<file path="src/core/pfpw_pkg.sv">
// package: register map, field positions, reset values and timing constants for the power/wake block
package pfpw_pkg;

	// ----------------------------------------------------------------
	// register word offsets (byte addresses)
	// ----------------------------------------------------------------
	localparam logic [7:0] ADDR_LOCAL_CONFIG_CONTROL = 8'h00;
	localparam logic [7:0] ADDR_LOCAL_BUS_TIMING     = 8'h04;
	localparam logic [7:0] ADDR_MULTIPURPOSE_IO_CFG  = 8'h08;
	localparam logic [7:0] ADDR_GLOBAL_INT_STATUS    = 8'h0C;
	localparam logic [7:0] ADDR_PM_CSR               = 8'h10;
	localparam logic [7:0] ADDR_EVENT_STATUS         = 8'h14;
	localparam logic [7:0] ADDR_EVENT_MASK           = 8'h18;
	localparam logic [7:0] ADDR_PDOWN_INPUT          = 8'h1C;

	// ----------------------------------------------------------------
	// field positions
	// ----------------------------------------------------------------
	localparam int LCC_CLK_OUT_EN_BIT = 2;
	localparam int LCC_FILTER_LO_BIT  = 5;
	localparam int LCC_WAKE_EN_BIT    = 7;
	localparam int LT2_LB_CLK_EN_BIT  = 30;
	localparam int MIC_WAKE_SENSE_BIT = 4;
	localparam int MIC_WAKE_DIR_BIT   = 5;
	localparam int GIS_PIN1_STAT_BIT  = 5;
	localparam int GIS_PIN1_MASK_BIT  = 21;
	localparam int PMCSR_STATE_LO_BIT = 0;
	localparam int PMCSR_PME_EN_BIT   = 8;
	localparam int PMCSR_PME_STAT_BIT = 15;

	// ----------------------------------------------------------------
	// reset values
	// ----------------------------------------------------------------
	localparam logic [31:0] RST_LOCAL_CONFIG_CONTROL = 32'h0000_0000;
	localparam logic [31:0] RST_LOCAL_BUS_TIMING     = 32'h0000_0000;
	localparam logic [31:0] RST_MULTIPURPOSE_IO_CFG  = 32'h0000_0000;
	localparam logic [2:0]  RST_EVENT_MASK           = 3'h0;

	// ----------------------------------------------------------------
	// power states and filter codes
	// ----------------------------------------------------------------
	localparam logic [1:0] PSTATE_D0 = 2'h0;
	localparam logic [1:0] PSTATE_D2 = 2'h2;
	localparam logic [1:0] PSTATE_D3 = 2'h3;

	localparam logic [1:0] FILTER_OFF  = 2'h0;
	localparam logic [1:0] FILTER_4S   = 2'h1;
	localparam logic [1:0] FILTER_129S = 2'h2;
	localparam logic [1:0] FILTER_518S = 2'h3;

	// ----------------------------------------------------------------
	// timing
	// ----------------------------------------------------------------
	localparam longint CLK_HZ       = 250_000_000;
	localparam longint FILTER_A_S   = 4;
	localparam longint FILTER_B_S   = 129;
	localparam longint FILTER_C_S   = 518;
	localparam longint FILTER_A_CYC = FILTER_A_S * CLK_HZ;
	localparam longint FILTER_B_CYC = FILTER_B_S * CLK_HZ;
	localparam longint FILTER_C_CYC = FILTER_C_S * CLK_HZ;

	// ----------------------------------------------------------------
	// event bit positions in the event status/mask registers
	// ----------------------------------------------------------------
	localparam int EV_WAKE  = 0;
	localparam int EV_PDOWN = 1;
	localparam int EV_PIN1  = 2;

	// ----------------------------------------------------------------
	// carriers
	// ----------------------------------------------------------------
	typedef struct packed {
		logic cyc;
		logic stb;
		logic we;
		logic [3:0] sel;
		logic [7:0] adr;
		logic [31:0] dat;
	} pfpw_wb_req_t;

	typedef struct packed {
		logic ack;
		logic [31:0] dat;
	} pfpw_wb_rsp_t;

	typedef struct packed {
		logic serial_clk_en;
		logic local_bus_clk_en;
		logic func_irq_en;
		logic bar_access_en;
	} pfpw_gate_t;

endpackage : pfpw_pkg

</file>
<file path="src/core/pfpw_top.sv">
// power management and wake-up logic of the local bus function, plus serial power-down filter decode
//
// Operation
// - D0, D2, D3 supported; D2/D3 low power
// - low power forces serial clock output off
// - low power forces local bus clock off
// - low power suppresses function interrupt
// - low power blocks BAR accesses, config served
// - wake edge sets PME status when enabled
// - sense bit picks rising or falling edge
// - wake enable forces pin two to input
// - PME status sticky, write one clears
// - PME enable and status drive PME low
// - filter code selects 4, 129, 518 seconds
// - filter off: pin one interrupt allowed
// - filter on, mask clear: polling only
// - filter on, mask set: power-down interrupt
// - PME released only when serial status clear and PME status or enable clear
`timescale 1ns/1ps

module pfpw_top #(
	parameter longint FILTER_A_CYC = pfpw_pkg::FILTER_A_CYC,
	parameter longint FILTER_B_CYC = pfpw_pkg::FILTER_B_CYC,
	parameter longint FILTER_C_CYC = pfpw_pkg::FILTER_C_CYC
) (
	// clock and reset
	input  wire logic                   clk_i,
	input  wire logic                   rst_i,
	// wishbone slave
	input  wire pfpw_pkg::pfpw_wb_req_t wb_req_i,
	output pfpw_pkg::pfpw_wb_rsp_t      wb_rsp_o,
	// wake pin (two-way)
	input  wire logic                   wake_input_pin_i,
	input  wire logic                   wake_pin_out_val_i,
	output logic                        wake_input_pin_o,
	output logic                        wake_input_pin_oe_o,
	// pins and internal sources
	input  wire logic                   multipurpose_pin_one_i,
	input  wire logic                   serial_inactive_i,
	input  wire logic                   serial_pme_status_i,
	input  wire logic                   func_irq_req_i,
	input  wire logic                   bar_access_req_i,
	input  wire logic [9:0]             spare_multipurpose_pins_i,
	// gated outputs
	output pfpw_pkg::pfpw_gate_t        gate_o,
	output logic                        serial_clk_out_o,
	output logic                        local_bus_clock_pin_o,
	output logic                        func_irq_o,
	output logic                        bar_access_grant_o,
	output logic                        serial_pdown_irq_o,
	output logic                        pin_one_irq_o,
	output logic                        pme_n_o,
	output logic                        irq_o
);

	// ----------------------------------------------------------------
	// registers
	// ----------------------------------------------------------------
	logic [31:0] local_config_control_ff;
	logic [31:0] local_bus_timing_second_ff;
	logic [31:0] multipurpose_io_config_ff;
	logic [1:0]  power_state_ff;
	logic        pme_en_ff;
	logic        pme_status_ff;
	logic        pdown_sticky_ff;
	logic [2:0]  ev_status_ff;
	logic [2:0]  ev_mask_ff;
	logic        ack_ff;
	logic [31:0] rdata_ff;
	logic [1:0]  wake_sync_ff;
	logic        wake_prev_ff;
	logic [1:0]  pin1_sync_ff;
	logic [1:0]  inact_sync_ff;
	logic [9:0]  spare_s1_ff;
	logic [9:0]  spare_s2_ff;
	logic [39:0] filt_cnt_ff;
	logic        pdown_state_ff;
	logic        clk_div_ff;
	logic        pme_n_ff;

	logic        low_power, wake_en, gis_mask;
	logic [1:0]  filter_sel;
	logic        wr_stb, rd_stb;
	logic        wake_rise, wake_fall, wake_event, pdown_rise;
	logic [39:0] filt_limit;
	logic [31:0] nxt_rdata, gis_word, pmcsr_word;

	// ----------------------------------------------------------------
	// power state decode
	// ----------------------------------------------------------------
	assign low_power  = (power_state_ff == pfpw_pkg::PSTATE_D2) ||
	                    (power_state_ff == pfpw_pkg::PSTATE_D3);
	assign wake_en    = local_config_control_ff[pfpw_pkg::LCC_WAKE_EN_BIT];
	assign filter_sel = local_config_control_ff[pfpw_pkg::LCC_FILTER_LO_BIT +: 2];
	assign gis_mask   = multipurpose_io_config_ff[31];

	// ----------------------------------------------------------------
	// wishbone slave: one wait state, ack one cycle
	// ----------------------------------------------------------------
	assign wr_stb = wb_req_i.cyc & wb_req_i.stb & wb_req_i.we & ~ack_ff;
	assign rd_stb = wb_req_i.cyc & wb_req_i.stb & ~wb_req_i.we & ~ack_ff;
	always_ff @(posedge clk_i)
	begin
		if (rst_i)
			ack_ff <= 1'b0;
		else
			ack_ff <= wb_req_i.cyc & wb_req_i.stb & ~ack_ff;
	end
	assign gis_word = {10'h000, gis_mask, 15'h0000, pdown_sticky_ff, 5'h00};
	assign pmcsr_word = {16'h0000, pme_status_ff, 6'h00, pme_en_ff, 6'h00, power_state_ff};
	always_comb
	begin
		nxt_rdata = 32'h0000_0000;
		unique case (wb_req_i.adr)
			pfpw_pkg::ADDR_LOCAL_CONFIG_CONTROL: nxt_rdata = local_config_control_ff;
			pfpw_pkg::ADDR_LOCAL_BUS_TIMING:     nxt_rdata = local_bus_timing_second_ff;
			pfpw_pkg::ADDR_MULTIPURPOSE_IO_CFG:  nxt_rdata = multipurpose_io_config_ff;
			pfpw_pkg::ADDR_GLOBAL_INT_STATUS:    nxt_rdata = gis_word;
			pfpw_pkg::ADDR_PM_CSR:               nxt_rdata = pmcsr_word;
			pfpw_pkg::ADDR_EVENT_STATUS:         nxt_rdata = {29'h0000_0000, ev_status_ff};
			pfpw_pkg::ADDR_EVENT_MASK:           nxt_rdata = {29'h0000_0000, ev_mask_ff};
			pfpw_pkg::ADDR_PDOWN_INPUT:          nxt_rdata = {22'h00_0000, spare_s2_ff};
			default:                             nxt_rdata = 32'h0000_0000;
		endcase
	end

	always_ff @(posedge clk_i)
	begin
		if (rst_i)
			rdata_ff <= 32'h0000_0000;
		else if (rd_stb)
			rdata_ff <= nxt_rdata;
	end
	assign wb_rsp_o.ack = ack_ff;
	assign wb_rsp_o.dat = rdata_ff;
	function automatic logic [31:0] merge(input logic [31:0] old, input logic [31:0] nw, input logic [3:0] sel);
		logic [31:0] r;
		r = old;
		for (int i = 0; i < 4; i++)
			if (sel[i])
				r[i*8 +: 8] = nw[i*8 +: 8];
		merge = r;
	endfunction : merge

	// ----------------------------------------------------------------
	// configuration registers
	// ----------------------------------------------------------------
	always_ff @(posedge clk_i)
	begin
		if (rst_i)
		begin
			local_config_control_ff    <= pfpw_pkg::RST_LOCAL_CONFIG_CONTROL;
			local_bus_timing_second_ff <= pfpw_pkg::RST_LOCAL_BUS_TIMING;
			multipurpose_io_config_ff  <= pfpw_pkg::RST_MULTIPURPOSE_IO_CFG;
			ev_mask_ff                 <= pfpw_pkg::RST_EVENT_MASK;
		end
		else if (wr_stb)
		begin
			unique case (wb_req_i.adr)
				pfpw_pkg::ADDR_LOCAL_CONFIG_CONTROL:
					local_config_control_ff <= merge(local_config_control_ff, wb_req_i.dat, wb_req_i.sel);
				pfpw_pkg::ADDR_LOCAL_BUS_TIMING:
					local_bus_timing_second_ff <= merge(local_bus_timing_second_ff, wb_req_i.dat, wb_req_i.sel);
				pfpw_pkg::ADDR_MULTIPURPOSE_IO_CFG:
					multipurpose_io_config_ff <= merge(multipurpose_io_config_ff, wb_req_i.dat, wb_req_i.sel);
				pfpw_pkg::ADDR_GLOBAL_INT_STATUS:
					if (wb_req_i.sel[2])
						multipurpose_io_config_ff[31] <= wb_req_i.dat[pfpw_pkg::GIS_PIN1_MASK_BIT];
				pfpw_pkg::ADDR_EVENT_MASK:
					if (wb_req_i.sel[0])
						ev_mask_ff <= wb_req_i.dat[2:0];
				default: ;
			endcase
		end
	end

	// ----------------------------------------------------------------
	// power management control/status
	// ----------------------------------------------------------------
	always_ff @(posedge clk_i)
	begin
		if (rst_i)
		begin
			power_state_ff <= pfpw_pkg::PSTATE_D0;
			pme_en_ff      <= 1'b0;
		end
		else if (wr_stb && wb_req_i.adr == pfpw_pkg::ADDR_PM_CSR)
		begin
			if (wb_req_i.sel[0] && wb_req_i.dat[1:0] != 2'h1)
				power_state_ff <= wb_req_i.dat[1:0];
			if (wb_req_i.sel[1])
				pme_en_ff <= wb_req_i.dat[pfpw_pkg::PMCSR_PME_EN_BIT];
		end
	end

	// ----------------------------------------------------------------
	// wake pin sync and edge detect
	// ----------------------------------------------------------------
	always_ff @(posedge clk_i)
	begin
		if (rst_i)
		begin
			wake_sync_ff  <= 2'h0;
			wake_prev_ff  <= 1'b0;
			pin1_sync_ff  <= 2'h0;
			inact_sync_ff <= 2'h0;
			spare_s1_ff   <= 10'h000;
			spare_s2_ff   <= 10'h000;
		end
		else
		begin
			wake_sync_ff  <= {wake_sync_ff[0], wake_input_pin_i};
			wake_prev_ff  <= wake_sync_ff[1];
			pin1_sync_ff  <= {pin1_sync_ff[0], multipurpose_pin_one_i};
			inact_sync_ff <= {inact_sync_ff[0], serial_inactive_i};
			spare_s1_ff   <= spare_multipurpose_pins_i;
			spare_s2_ff   <= spare_s1_ff;
		end
	end

	assign wake_rise  = wake_sync_ff[1] & ~wake_prev_ff;
	assign wake_fall  = ~wake_sync_ff[1] & wake_prev_ff;
	assign wake_event = wake_en & pme_en_ff &
	                    (multipurpose_io_config_ff[pfpw_pkg::MIC_WAKE_SENSE_BIT] ? wake_fall : wake_rise);
	// pin is held input while wake is enabled
	assign wake_input_pin_o    = wake_pin_out_val_i;
	assign wake_input_pin_oe_o = multipurpose_io_config_ff[pfpw_pkg::MIC_WAKE_DIR_BIT] & ~wake_en;

	// ----------------------------------------------------------------
	// sticky PME status, set wins over clear
	// ----------------------------------------------------------------
	always_ff @(posedge clk_i)
	begin
		if (rst_i)
			pme_status_ff <= 1'b0;
		else if (wake_event)
			pme_status_ff <= 1'b1;
		else if (wr_stb && wb_req_i.adr == pfpw_pkg::ADDR_PM_CSR && wb_req_i.sel[1] &&
		         wb_req_i.dat[pfpw_pkg::PMCSR_PME_STAT_BIT])
			pme_status_ff <= 1'b0;
	end

	always_ff @(posedge clk_i)
	begin
		if (rst_i)
			pme_n_ff <= 1'b1;
		else
			pme_n_ff <= ~((pme_en_ff & pme_status_ff) | serial_pme_status_i);
	end
	assign pme_n_o = pme_n_ff;

	// ----------------------------------------------------------------
	// serial power-down filter
	// ----------------------------------------------------------------
	always_comb
	begin
		unique case (filter_sel)
			pfpw_pkg::FILTER_4S:   filt_limit = 40'(FILTER_A_CYC);
			pfpw_pkg::FILTER_129S: filt_limit = 40'(FILTER_B_CYC);
			pfpw_pkg::FILTER_518S: filt_limit = 40'(FILTER_C_CYC);
			pfpw_pkg::FILTER_OFF:  filt_limit = 40'h00_0000_0000;
		endcase
	end

	always_ff @(posedge clk_i)
	begin
		if (rst_i)
		begin
			filt_cnt_ff    <= 40'h00_0000_0000;
			pdown_state_ff <= 1'b0;
		end
		else if (filter_sel == pfpw_pkg::FILTER_OFF || !inact_sync_ff[1])
		begin
			filt_cnt_ff    <= 40'h00_0000_0000;
			pdown_state_ff <= 1'b0;
		end
		else if (filt_cnt_ff >= filt_limit - 40'h00_0000_0001)
			pdown_state_ff <= 1'b1;
		else
			filt_cnt_ff <= filt_cnt_ff + 40'h00_0000_0001;
	end

	assign pdown_rise = inact_sync_ff[1] && filter_sel != pfpw_pkg::FILTER_OFF && !pdown_state_ff &&
	                    filt_cnt_ff >= filt_limit - 40'h00_0000_0001;
	// sticky power-down status, cleared by reading it; tracks pin one while the filter is off
	always_ff @(posedge clk_i)
	begin
		if (rst_i)
			pdown_sticky_ff <= 1'b0;
		else if (filter_sel == pfpw_pkg::FILTER_OFF)
			pdown_sticky_ff <= pin1_sync_ff[1];
		else if (pdown_rise)
			pdown_sticky_ff <= 1'b1;
		else if (rd_stb && wb_req_i.adr == pfpw_pkg::ADDR_GLOBAL_INT_STATUS)
			pdown_sticky_ff <= 1'b0;
	end

	assign serial_pdown_irq_o = (filter_sel != pfpw_pkg::FILTER_OFF) & gis_mask & pdown_sticky_ff;
	assign pin_one_irq_o      = (filter_sel == pfpw_pkg::FILTER_OFF) & gis_mask & pin1_sync_ff[1];

	// ----------------------------------------------------------------
	// low-power gating
	// ----------------------------------------------------------------
	always_ff @(posedge clk_i)
	begin
		if (rst_i)
			clk_div_ff <= 1'b0;
		else
			clk_div_ff <= ~clk_div_ff;
	end

	assign gate_o.serial_clk_en    = local_config_control_ff[pfpw_pkg::LCC_CLK_OUT_EN_BIT] & ~low_power;
	assign gate_o.local_bus_clk_en = local_bus_timing_second_ff[pfpw_pkg::LT2_LB_CLK_EN_BIT] & ~low_power;
	assign gate_o.func_irq_en      = ~low_power;
	assign gate_o.bar_access_en    = ~low_power;
	assign serial_clk_out_o      = clk_div_ff & gate_o.serial_clk_en;
	assign local_bus_clock_pin_o = clk_div_ff & gate_o.local_bus_clk_en;
	assign func_irq_o            = func_irq_req_i & ~low_power;
	assign bar_access_grant_o    = bar_access_req_i & ~low_power;

	// ----------------------------------------------------------------
	// block interrupt: sticky events, cleared on read
	// ----------------------------------------------------------------
	always_ff @(posedge clk_i)
	begin
		if (rst_i)
			ev_status_ff <= 3'h0;
		else
			ev_status_ff <= ({3{~(rd_stb && wb_req_i.adr == pfpw_pkg::ADDR_EVENT_STATUS)}} & ev_status_ff) |
			                {pin1_sync_ff[1], pdown_rise, wake_event};
	end

	assign irq_o = |(ev_status_ff & ev_mask_ff);

endmodule : pfpw_top

</file>
<file path="config.mk">
export PLATFORM = sky130hd
export DESIGN_NAME = pfpw_top
export DESIGN_NICKNAME = d
export VERILOG_FILES = /design/src/core/pfpw_pkg.sv /design/src/core/pfpw_top.sv
export SDC_FILE = /design/constraint.sdc
export NUM_CORES = 1
export LEC_CHECK = 0
export ABC_AREA = 1
export BUFFER_PORTS_ARGS = -buffer_cell sky130_fd_sc_hd__buf_2
export CORE_ASPECT_RATIO = 0.75
export CORE_UTILIZATION = 35
export CTS_CLUSTER_DIAMETER = 50
export DETAILED_ROUTE_END_ITERATION = 8
export PLACE_DENSITY = 0.57
export SETUP_SLACK_MARGIN = 0.15
export SYNTH_ARGS = -nofsm -noshare
export SYNTH_HDL_FRONTEND = slang
export SYNTH_SLANG_ARGS = --single-unit
</file>
<file path="constraint.sdc">
create_clock -name clk_i -period 3.07 [get_ports clk_i]
set_input_delay 0.4605 -clock clk_i [delete_from_list [all_inputs] [get_ports clk_i]]
set_output_delay 0.4605 -clock clk_i [all_outputs]
set_load 0.02 [all_outputs]
</file>
==> results_dict.tcl, run 1 <==
set metrics [dict create \
    synth_area_per_cell_um2 6.77 \
    layout.cells.non_filler 2049 \
    grt_pass1_wl_mm 49.3 \
    synth_top_family_by_area "simple AND/OR/NAND/NOR gates" \
    yosysSeqAreaShare_pct 40.4 \
    timing.rr.start "local_config_control_ff[5]" \
    nets 1742 \
    area_delta_synth_final_pct 18.0 \
    vias 9884 \
    pin_count 113 \
    fin_util_pct 42.1 \
    hold_depth 3 \
    nFillCells 3031 \
    ys_top_cells_by_area "dfxtp_1 (40%), nand2_1 (15%), nor2_1 (10%)" \
    fin_tns_setup_ps 0 \
    synth_compound_area_share_pct 12.5 \
    yosys_register_bits 210 \
    min_to "spare_s1_ff[1]" \
    end_kind "flip-flop" \
    maxCapViolations 0 \
    synth_commonest_cells "nand2_1 (415), nor2_1 (284), dfxtp_1 (210)" \
    htreeDepth 1 \
    comb_power_share_pct 2.8 \
    hp-class "in2reg" \
    drt_drc_violations_left 0 \
    min_period_ps 2680 \
    die_area_um2 30400 \
    p_sw_share_pct 23.1 \
    yosys_warnings 0 \
    p_per_area_nw_per_um2 500 \
    design_area_um2 12300 \
    clock_power_share_pct 52.3 \
    slew-limit-headroom_pct 50.3 \
    via_per_inst 4.82 \
    worstPathArrival_ps 3070 \
    cts_made_buffers 27 \
    synth_simple_gate_area_share_pct 32.8 \
    routedWlPerCell_um 15.1 \
    totalWireLength_mm 31.0 \
    rsz0062_at_grt "no" \
    finalCritPeriodShare_pct 87.3 \
    drt_iter0_drc 687 \
    synth_mux_area_share_pct 0 \
    p_seq_share_pct 44.9 \
    coreArea_um2 29100 \
    internal_power_w 0.00471 \
    clock_path_buffers 3 \
    grt_pass1_vias 9169 \
    hold_viol_final 0 \
    grtUsageTotal_pct 20.3 \
    gp_congestion 0.914 \
    fin_skew_ps 14.2 \
    numPlacedInstances 1997 \
    overflow 0 \
    clk_latency_ps 530 \
    start_kind "flip-flop" \
    synthFlopType "dfxtp_1" \
    synth.most_common_cell "nand2_1" \
    synth_cell_types 34 \
    r2r_slack_ps 390 \
    setup_viol 0 \
    hold_start "spare_multipurpose_pins_i[1]" \
    cts_tree "built" \
    syn-num-nets 1642 \
    fp.dieW_um 201 \
    ir_drop_mv 0.416 \
    synth-xor-area-share_pct 1.69 \
    p_leak_nw 5.25 \
    synthAdderAreaFrac_pct 4.82 \
    synth_enable_flop_cells 0 \
    postPlaceCellArea_um2 11300 \
    ys_async_sr_fraction_pct 0 \
    hpwl_mm 21.8 \
    r2r_end "filt_cnt_ff[15]" \
    antenna_found_initial 2 \
    rr_worst_depth 15 \
    p_switching_w 0.00142 \
    start_util_pct 35.7 \
    status "finished clean" \
    portBuffers 110 \
    worst_slew_pin_slew_ps 744 \
    cts_hold_buf 0 \
    die_y_um 151 \
    root_buffer "clkbuf_16" \
    worst-setup-path-type "reg2reg" \
    rows 54 \
    synthCells 1536 \
    drt-pass1-iter-count 7 \
    syn_area_um2 10400 \
    grt_max_degree 66 \
    max_freq_ghz 0.373 \
    crit_fanout 21 \
    drv_slew 0 \
    totalPowerFinal_w 0.00613 \
    yosysTopAreaCell "dfxtp_1" \
    path_clk_slew_ps 60 \
    ant_nets 0 \
    drive_gt1_share_pct 13.2 \
    yosysTopAreaCellShare_pct 40.4 \
    clkSinkCount 210 \
    crit_required_ps 3460 \
]
## what timing repair did
action	CTS	global route
pin swaps	0	2
resized for setup	3	14
endpoints found under the setup margin	30	43
gates cloned	0	1
buffers inserted	0	1
## layer usage
metal / vias to the layer above / wire (um) / global-route usage [%] / part of all wire, %
met5: - / 0 / 0 / 0
met4: 0 / 634 / 5.42 / 2.0
met3: 40 / 1920 / 3.72 / 6.2
met2: 267 / 13000 / 31.1 / 42
met1: 4481 / 15400 / 29.1 / 50
li1: 5096 / - / - / -
## power by group through the flow
stage | sequential, W | combinational (W) | clock [W]
floorplan | 0.00281 | 0.0000832 | 0
global placement | 0.00281 | 0.000173 | 0
detailed placement | 0.00281 | 0.000173 | 0
CTS | 0.00275 | 0.000174 | 0.00328
global route | 0.00275 | 0.000193 | 0.00341
finish | 0.00275 | 0.000172 | 0.00320
## flip-flops by register name, indices dropped and copies added (netlist names), 2 cells and up
register and count:
multipurpose_io_config_ff 32, local_config_control_ff 32, pin1_sync_ff 2, ev_mask_ff 3, local_bus_timing_second_ff 32, wake_sync_ff 2, power_state_ff 2, filt_cnt_ff 40
ev_status_ff 3, rdata_ff 32, spare_s1_ff 10, spare_s2_ff 10, inact_sync_ff 2
## layout make-up
class | count | area, um^2 | share of cell area [%]
sequential | 210 | 4210 | 34.3
clock inverter | 16 | 184 | 1.50
timing repair buffer | 129 | 708 | 5.77
multi-input combinational | 1139 | 5450 | 44.4
clock buffer | 33 | 738 | 6.02
inverter | 129 | 484 | 3.95
tap | 392 | 490 | 4.00
antenna | 1 | 2.50 | 0.0204
## worst max-delay path, stage by stage (launching register included)
cell,delay (ps)
dfxtp_2,390
inv_1,140
ha_2,270
xnor2_2,230
ha_1,290
nand2_1,100
inv_1,50
a21oi_1,160
nand2_1,70
nand2_1,50
nand2_1,80
nor2_4,220
buf_4,190
nand2_8,140
nand2_1,100
a21oi_1,60
## cell usage in the layout, fill, tap and decap left out, types with 3 or more instances in the layout
| cell | Yosys | routed |
|---|---|---|
| inv_6 | 0 | 3 |
| nor2_2 | 10 | 12 |
| nand4_1 | 13 | 13 |
| clkinv_4 | 0 | 3 |
| nand3b_1 | 15 | 15 |
| inv_2 | 6 | 7 |
| ha_2 | 0 | 3 |
| nor2_4 | 5 | 5 |
| o21ai_0 | 113 | 113 |
| clkbuf_16 | 0 | 27 |
| nor2_1 | 284 | 282 |
| clkbuf_8 | 0 | 4 |
| buf_2 | 14 | 110 |
| nand2_1 | 415 | 414 |
| clkinvlp_4 | 0 | 3 |
| buf_4 | 4 | 16 |
| xnor2_1 | 7 | 5 |
| ha_1 | 40 | 36 |
| nand3_1 | 69 | 69 |
| dfxtp_1 | 210 | 208 |
| xor2_1 | 13 | 13 |
| o21ai_1 | 3 | 3 |
| nand2_2 | 5 | 5 |
| inv_1 | 121 | 120 |
| o211ai_1 | 13 | 13 |
| a21oi_1 | 121 | 121 |
## how the worst max path moves through the flow
| stage | start | to | slack [ps] |
|---|---|---|---|
| after detailed placement | local_config_control_ff[6] | filt_cnt_ff[39] | 90 |
| final | local_config_control_ff[5] | filt_cnt_ff[15] | 390 |
| after global placement | local_config_control_ff[6] | filt_cnt_ff[0] | 170 |
| after global routing | local_config_control_ff[6] | filt_cnt_ff[18] | 170 |
| after floorplan | local_config_control_ff[5] | pdown_state_ff | 510 |
| after CTS | local_config_control_ff[6] | pdown_sticky_ff | 200 |
## logic make-up (layout without fill, tap and decap cells)
family | Yosys count | in the layout
flops | 210 | 210
other cells | 0 | 1
buf+inv | 188 | 307
simple gates | 826 | 827
fa+ha+maj | 40 | 40
compound gates | 252 | 252
xor+xnor | 20 | 20
## through the flow
step           hold WS [ps]  worst slack [ps]
6_report                120               390
5_1_grt                 118               170
4_1_cts                99.2               200
3_5_place_dp            395              88.4
3_3_place_gp            394               167
2_1_floorplan           388               508
Power figures use the tool's default switching activity.
==> run 2: changes to the inputs <==
--- a/config.mk
+++ b/config.mk
@@ -5,13 +5,12 @@
 export SDC_FILE = /design/constraint.sdc
 export NUM_CORES = 1
 export LEC_CHECK = 0
-export ABC_AREA = 1
-export BUFFER_PORTS_ARGS = -buffer_cell sky130_fd_sc_hd__buf_2
+export BUFFER_PORTS_ARGS = -buffer_cell sky130_fd_sc_hd__buf_4
 export CORE_ASPECT_RATIO = 0.75
 export CORE_UTILIZATION = 35
 export CTS_CLUSTER_DIAMETER = 50
 export DETAILED_ROUTE_END_ITERATION = 8
-export PLACE_DENSITY = 0.57
+export PLACE_DENSITY = 0.58
 export SETUP_SLACK_MARGIN = 0.15
 export SYNTH_ARGS = -nofsm -noshare
 export SYNTH_HDL_FRONTEND = slang
==> constraint.sdc (replaced) <==
create_clock -name clk_i -period 3.07 [get_ports clk_i]
set_input_delay 0.614 -clock clk_i [delete_from_list [all_inputs] [get_ports clk_i]]
set_output_delay 0.614 -clock clk_i [all_outputs]
set_load 0.02 [all_outputs]
==> run 2 against run 1 <==
  * The run now ends with negative setup slack left
  * Register-to-register slack got worse by 430 ps
  * Cell area increased by 1.7%
  * Non-clock buffer count rose by 65
  * Critical endpoint is now filt_cnt_ff[5]
  * Highest routed layer unchanged
==> results_dict.tcl, run 2 <==
set metrics [dict create \
    status "finished, violations left" \
    violations "negative setup slack" \
    root_buffer "clkbuf_16" \
    ir_drop_mv 0.383 \
    vias 8566 \
    drv_slew 0 \
    routedWlPerCell_um 17.5 \
    pin_count 113 \
    setup_viol 4 \
    yosysTopAreaCellShare_pct 44.7 \
    drt-pass1-iter-count 5 \
    fin_skew_ps 13.3 \
    path_clk_slew_ps 60 \
    gp_congestion 0.869 \
    hold_viol_final 0 \
    worst_slew_pin_slew_ps 738 \
    fp.dieW_um 191 \
    synthFlopType "dfxtp_1" \
    fin_tns_setup_ps -102 \
    min_period_ps 3110 \
    grt_pass1_vias 7991 \
    htreeDepth 1 \
    yosys_register_bits 210 \
    ant_nets 0 \
    r2r_end "filt_cnt_ff[5]" \
    maxCapViolations 0 \
    yosysSeqAreaShare_pct 44.7 \
    grt_pass1_wl_mm 43.8 \
    worst-setup-path-type "reg2reg" \
    register_area_um2 4210 \
    synth_cell_types 59 \
    die_y_um 144 \
    rsz0062_at_grt "yes" \
    portBuffers 110 \
    max_freq_ghz 0.322 \
    start_util_pct 36.0 \
    area_delta_synth_final_pct 32.5 \
    grt_use_met1_pct 30.6 \
    hold_depth 2 \
    timing.rr.start "local_config_control_ff[5]" \
    crit_fanout 7 \
    r2r_slack_ps -40 \
    clk_latency_ps 530 \
    min_to "spare_s1_ff[9]" \
    crit_required_ps 3530 \
    slew-limit-headroom_pct 50.7 \
    holdWs_ps 296 \
    layout.cells.non_filler 1602 \
    cts_hold_buf 0 \
    synth.most_common_cell "dfxtp_1" \
    hp-class "in2reg" \
    coreArea_um2 26200 \
    regMostFlops "filt_cnt_ff" \
    drt_drc_violations_left 0 \
    fin_util_pct 47.7 \
    hpwl_mm 18.7 \
    die_area_um2 27600 \
    numPlacedInstances 1533 \
    met3_usage_pct 2.81 \
    ys_top_cells_by_area "dfxtp_1 (45%), mux2i_1 (6.5%), a21oi_1 (6.4%)" \
    cts_made_buffers 26 \
    syn-num-nets 1190 \
    dp_slack_ps -116 \
    diodes 0 \
    clkSinkCount 210 \
    start_kind "flip-flop" \
    nets 1347 \
    synthCells 1084 \
    grt.met2_usage_pct 28.5 \
    finalCritPeriodShare_pct 101 \
    layout_common_cells "dfxtp_1 (208), buf_4 (181), nor2_1 (148)" \
    final_common_cell "dfxtp_1" \
    grt_max_degree 168 \
    totalWireLength_mm 28.1 \
    p_leak_nw 4.56 \
    synth_commonest_cells "dfxtp_1 (210), nor2_1 (151), a21oi_1 (121)" \
    ys_async_sr_fraction_pct 0 \
    hold_start "spare_multipurpose_pins_i[9]" \
    grtUsageTotal_pct 19.9 \
    yosysTopAreaCell "dfxtp_1" \
    drive_gt1_share_pct 24.4 \
    synth_area_per_cell_um2 8.69 \
    setup_ws_ps -37.9 \
    end_kind "flip-flop" \
    nFillCells 2493 \
    cts_tree "built" \
    rr_worst_depth 13 \
    synth_enable_flop_cells 0 \
    overflow 0 \
    drt_iter0_drc 700 \
    clock_path_buffers 3 \
    p_per_area_nw_per_um2 471 \
    busiest_layer "met1" \
    largest_reg_flops 40 \
    yosys_warnings 0 \
    worstPathArrival_ps 3570 \
    multiInputGateArea_um2 5310 \
    syn_area_um2 9420 \
    via_per_inst 5.35 \
    rows 51 \
    antenna_found_initial 0 \
]
## run 2: through the flow
step,power (W),instance area [um^2]
final,0.00587,12500
after global placement,0.00300,11000
after global routing,0.00608,12500
after detailed placement,0.00301,11000
after CTS,0.00594,12100
after floorplan,0.00289,9480
## run 2: how the worst max path moves through the flow
stage / from / end / slack (ps) / cells after the start
floorplan: local_config_control_ff[6] / filt_cnt_ff[5] / 100 / 13
global placement: local_config_control_ff[5] / filt_cnt_ff[25] / -70 / 12
detailed placement: local_config_control_ff[5] / filt_cnt_ff[21] / -120 / 12
CTS: local_config_control_ff[6] / filt_cnt_ff[21] / 7 / 12
global route: local_config_control_ff[5] / filt_cnt_ff[25] / -130 / 13
finish: local_config_control_ff[5] / filt_cnt_ff[5] / -40 / 13
## run 2: cells by family (layout without fill, tap and decap cells)
family,Yosys count,count (layout),synth area share [%]
xor gates and xnor gates,10,10,0.930
and+or+nand+nor,406,406,20.9
muxes,63,63,6.84
AOI/OAI and AO/OA,273,273,17.7
adders and majority gates,40,40,5.32
buffers and inverters,82,256,3.68
DFF,210,210,44.7
## run 2: routing by layer
layer / up-vias / share of wire (%)
li1: 4229 / -
met1: 4037 / 50
met2: 252 / 42
met3: 48 / 4.9
met4: 0 / 2.7
met5: - / 0
## run 2: area by class of cell
type                            instances  share of cell area, %
Clock buffer                           35                   5.81
Clock inverter                         10                  0.812
Inverter                               17                  0.572
Multi-Input combinational cell        792                   42.5
Sequential cell                       210                   33.8
Tap cell                              344                   3.45
Timing Repair Buffer                  194                   13.1
## run 2: where the power goes
part	leakage, nW	switching (W)	total [W]	internal [W]
registers	1.70	0.00000736	0.00275	0.00274
logic	2.46	0.000113	0.000195	0.0000816
clock network	0.409	0.00119	0.00293	0.00174
total	4.56	0.00131	0.00587	0.00457
## run 2: what timing repair did
item                       CTS  global route
setup endpoints to repair   35            43
setup buffers               15             6
gates resized for setup     27            46
pin swaps                   11            27
cloned                       3             0
## run 2: critical path, cell delays in order (launching register included)
cell and delay (ps):
dfxtp_4 360, inv_4 60, ha_2 220, xnor2_4 250, buf_4 150, ha_1 210, a41o_1 210, o211ai_1 180
a21oi_1 90, or3_4 430, buf_12 150, buf_12 120, or4_4 470, a21oi_2 130
==> run 3: changes to the inputs <==
--- a/config.mk
+++ b/config.mk
@@ -10,7 +10,7 @@
 export CORE_UTILIZATION = 35
 export CTS_CLUSTER_DIAMETER = 50
 export DETAILED_ROUTE_END_ITERATION = 8
-export PLACE_DENSITY = 0.58
+export PLACE_DENSITY_LB_ADDON = 0.12
 export SETUP_SLACK_MARGIN = 0.15
 export SYNTH_ARGS = -nofsm -noshare
 export SYNTH_HDL_FRONTEND = slang
==> constraint.sdc (replaced) <==
create_clock -name clk_i -period 2.8 [get_ports clk_i]
set_input_delay 0.56 -clock clk_i [delete_from_list [all_inputs] [get_ports clk_i]]
set_output_delay 0.56 -clock clk_i [all_outputs]
set_load 0.02 [all_outputs]
==> run 3 against run 2 <==
  * The run still ends with negative setup slack left
  * Largest cell class unchanged
  * Largest power group unchanged
  * Clock power increased by 14%
  * Flip-flop and latch count did not move
  * Cell count grew 1.9%
  * Combinational power increased by 11%
  * Power increased by 12%
  * Critical path type unchanged
==> results_dict.tcl, run 3 (same netlist as run 2, synthesis figures left out) <==
set metrics [dict create \
    status "finished, violations left" \
    violations "negative setup slack" \
    slowest_stage "or3_4" \
    setup_ws_ps -257 \
    die_area_um2 27600 \
    area_delta_synth_final_pct 35.2 \
    drt_drc_violations_left 0 \
    cts_tree "built" \
    hold_start "spare_multipurpose_pins_i[4]" \
    grtUsageTotal_pct 20.4 \
    routedWlPerCell_um 17.6 \
    regMostFlops "filt_cnt_ff" \
    worst-setup-path-type "reg2reg" \
    p_leak_nw 4.74 \
    clock_power_share_pct 50.8 \
    worst_slew_pin_slew_ps 888 \
    holdWs_ps 235 \
    via_per_inst 5.27 \
    drt_iter0_drc 630 \
    vias 8598 \
    largest_reg_flops 40 \
    maxCapViolations 0 \
    min_period_ps 3060 \
    hp-class "in2reg" \
    grt_max_degree 82 \
    clk_latency_ps 540 \
    clock_path_buffers 3 \
    clkSinkCount 210 \
    totalWireLength_mm 28.8 \
    nets 1376 \
    postPlaceCellArea_um2 11300 \
    dp_slack_ps -425 \
    diodes 0 \
    cts_made_buffers 26 \
    hpwl_mm 19.6 \
    design_area_um2 12700 \
    nFillCells 2552 \
    ir_drop_mv 0.374 \
    pin_count 113 \
    layout_common_cells "dfxtp_1 (208), buf_4 (199), nor2_1 (148)" \
    fp.dieW_um 191 \
    root_buffer "clkbuf_16" \
    setup_viol 41 \
    portBuffers 110 \
    critical_path.max_stage_delay_ps 450 \
    worstPathArrival_ps 3460 \
    drive_gt1_share_pct 25.9 \
    drv_slew 0 \
    final_common_cell "dfxtp_1" \
    comb_power_share_pct 3.3 \
    internal_power_w 0.00509 \
    htreeDepth 1 \
    fin_skew_ps 17.4 \
    overflow 0 \
    multiInputGateArea_um2 5270 \
    start_kind "flip-flop" \
    finalCritPeriodShare_pct 109 \
    rsz0062_at_grt "yes" \
    slew-limit-headroom_pct 40.8 \
    drt-pass1-iter-count 6 \
    p_switching_w 0.00148 \
    ant_nets 0 \
    cp-startpoint "local_config_control_ff[5]" \
    start_util_pct 36.0 \
    path_clk_slew_ps 60 \
    coreArea_um2 26200 \
    grt_pass1_wl_mm 44.2 \
    crit_required_ps 3200 \
    p_seq_share_pct 45.9 \
    cp_cell_sequence "buf_12 > ha_4 > buf_4 > ha_1 > a21oi_2 > nor2_1 > a211oi_1 > o211ai_1 > or3_4 > buf_12 > buf_4 > buf_16 > o31ai_2 > a21oi_1" \
    max_freq_ghz 0.327 \
    register_area_um2 4210 \
    rows 51 \
    antenna_found_initial 0 \
    timing.rr.start "local_config_control_ff[5]" \
    crit_fanout 7 \
    cts_hold_buf 0 \
    die_y_um 144 \
    p_sw_share_pct 22.5 \
    p_per_area_nw_per_um2 517 \
    gp_congestion 0.806 \
    grt_pass1_vias 7838 \
    end_kind "flip-flop" \
    hold_viol_final 0 \
]
-- run 3: layout make-up --
cell class	count	share of cell area (%)
Clock buffer	36	5.96
Tap cell	344	3.38
Clock inverter	10	0.826
Inverter	17	0.600
Sequential cell	210	33.1
Timing Repair Buffer	223	14.7
Multi-Input combinational cell	792	41.4
-- run 3: worst max-delay path, delay by kind of cell (launching register included) --
family                     cells  cell delay (ps)
and+or+nand+nor                2              500
buffers and inverters          5              690
AOI/OAI and AO/OA              5              900
adders and majority gates      2              480
DFF                            1              370
-- run 3: power groups by stage --
| stage | Sequential, W | Clock (W) | Combinational, W |
|---|---|---|---|
| 2_1_floorplan | 0.00308 | 0 | 0.0000880 |
| 3_3_place_gp | 0.00308 | 0 | 0.000217 |
| 3_5_place_dp | 0.00308 | 0 | 0.000217 |
| 4_1_cts | 0.00302 | 0.00342 | 0.000217 |
| 5_1_grt | 0.00302 | 0.00355 | 0.000234 |
| 6_report | 0.00302 | 0.00334 | 0.000216 |
-- run 3: path summary, 6_finish.rpt --
check | to | slack (ps) | cells after the start
max | filt_cnt_ff[13] | -260 | 14
min | spare_s1_ff[4] | 240 | 2
max reg2reg | filt_cnt_ff[13] | -260 | 14
min reg2reg | inact_sync_ff[1] | 440 | 1
-- run 3: stage by stage --
step | power, W | instances | util, % | TNS (ps)
finish | 0.00658 | 1632 | 48.6 | -5810
global route | 0.00680 | 1632 | 48.6 | -10680
CTS | 0.00665 | 1624 | 47.6 | -2510
detailed placement | 0.00330 | 1567 | 43.1 | -13200
global placement | 0.00330 | 1567 | 43.1 | -10780
floorplan | 0.00317 | 1084 | - | -1150
-- run 3: what timing repair did --
action / 4_1_cts / 5_1_grt
gates cloned: 1 / 2
endpoints found under the setup margin: 43 / 43
gates resized for setup: 38 / 30
buffers inserted: 10 / 6
pin swaps: 17 / 22
-- run 3: routing by layer --
layer / vias to the layer above / track usage (%) / wire length [um]
met5: - / 0 / 0
met3: 34 / 3.30 / 1860
met2: 235 / 28.2 / 11500
met1: 4044 / 32.2 / 14900
met4: 0 / 4.55 / 480
li1: 4285 / - / -
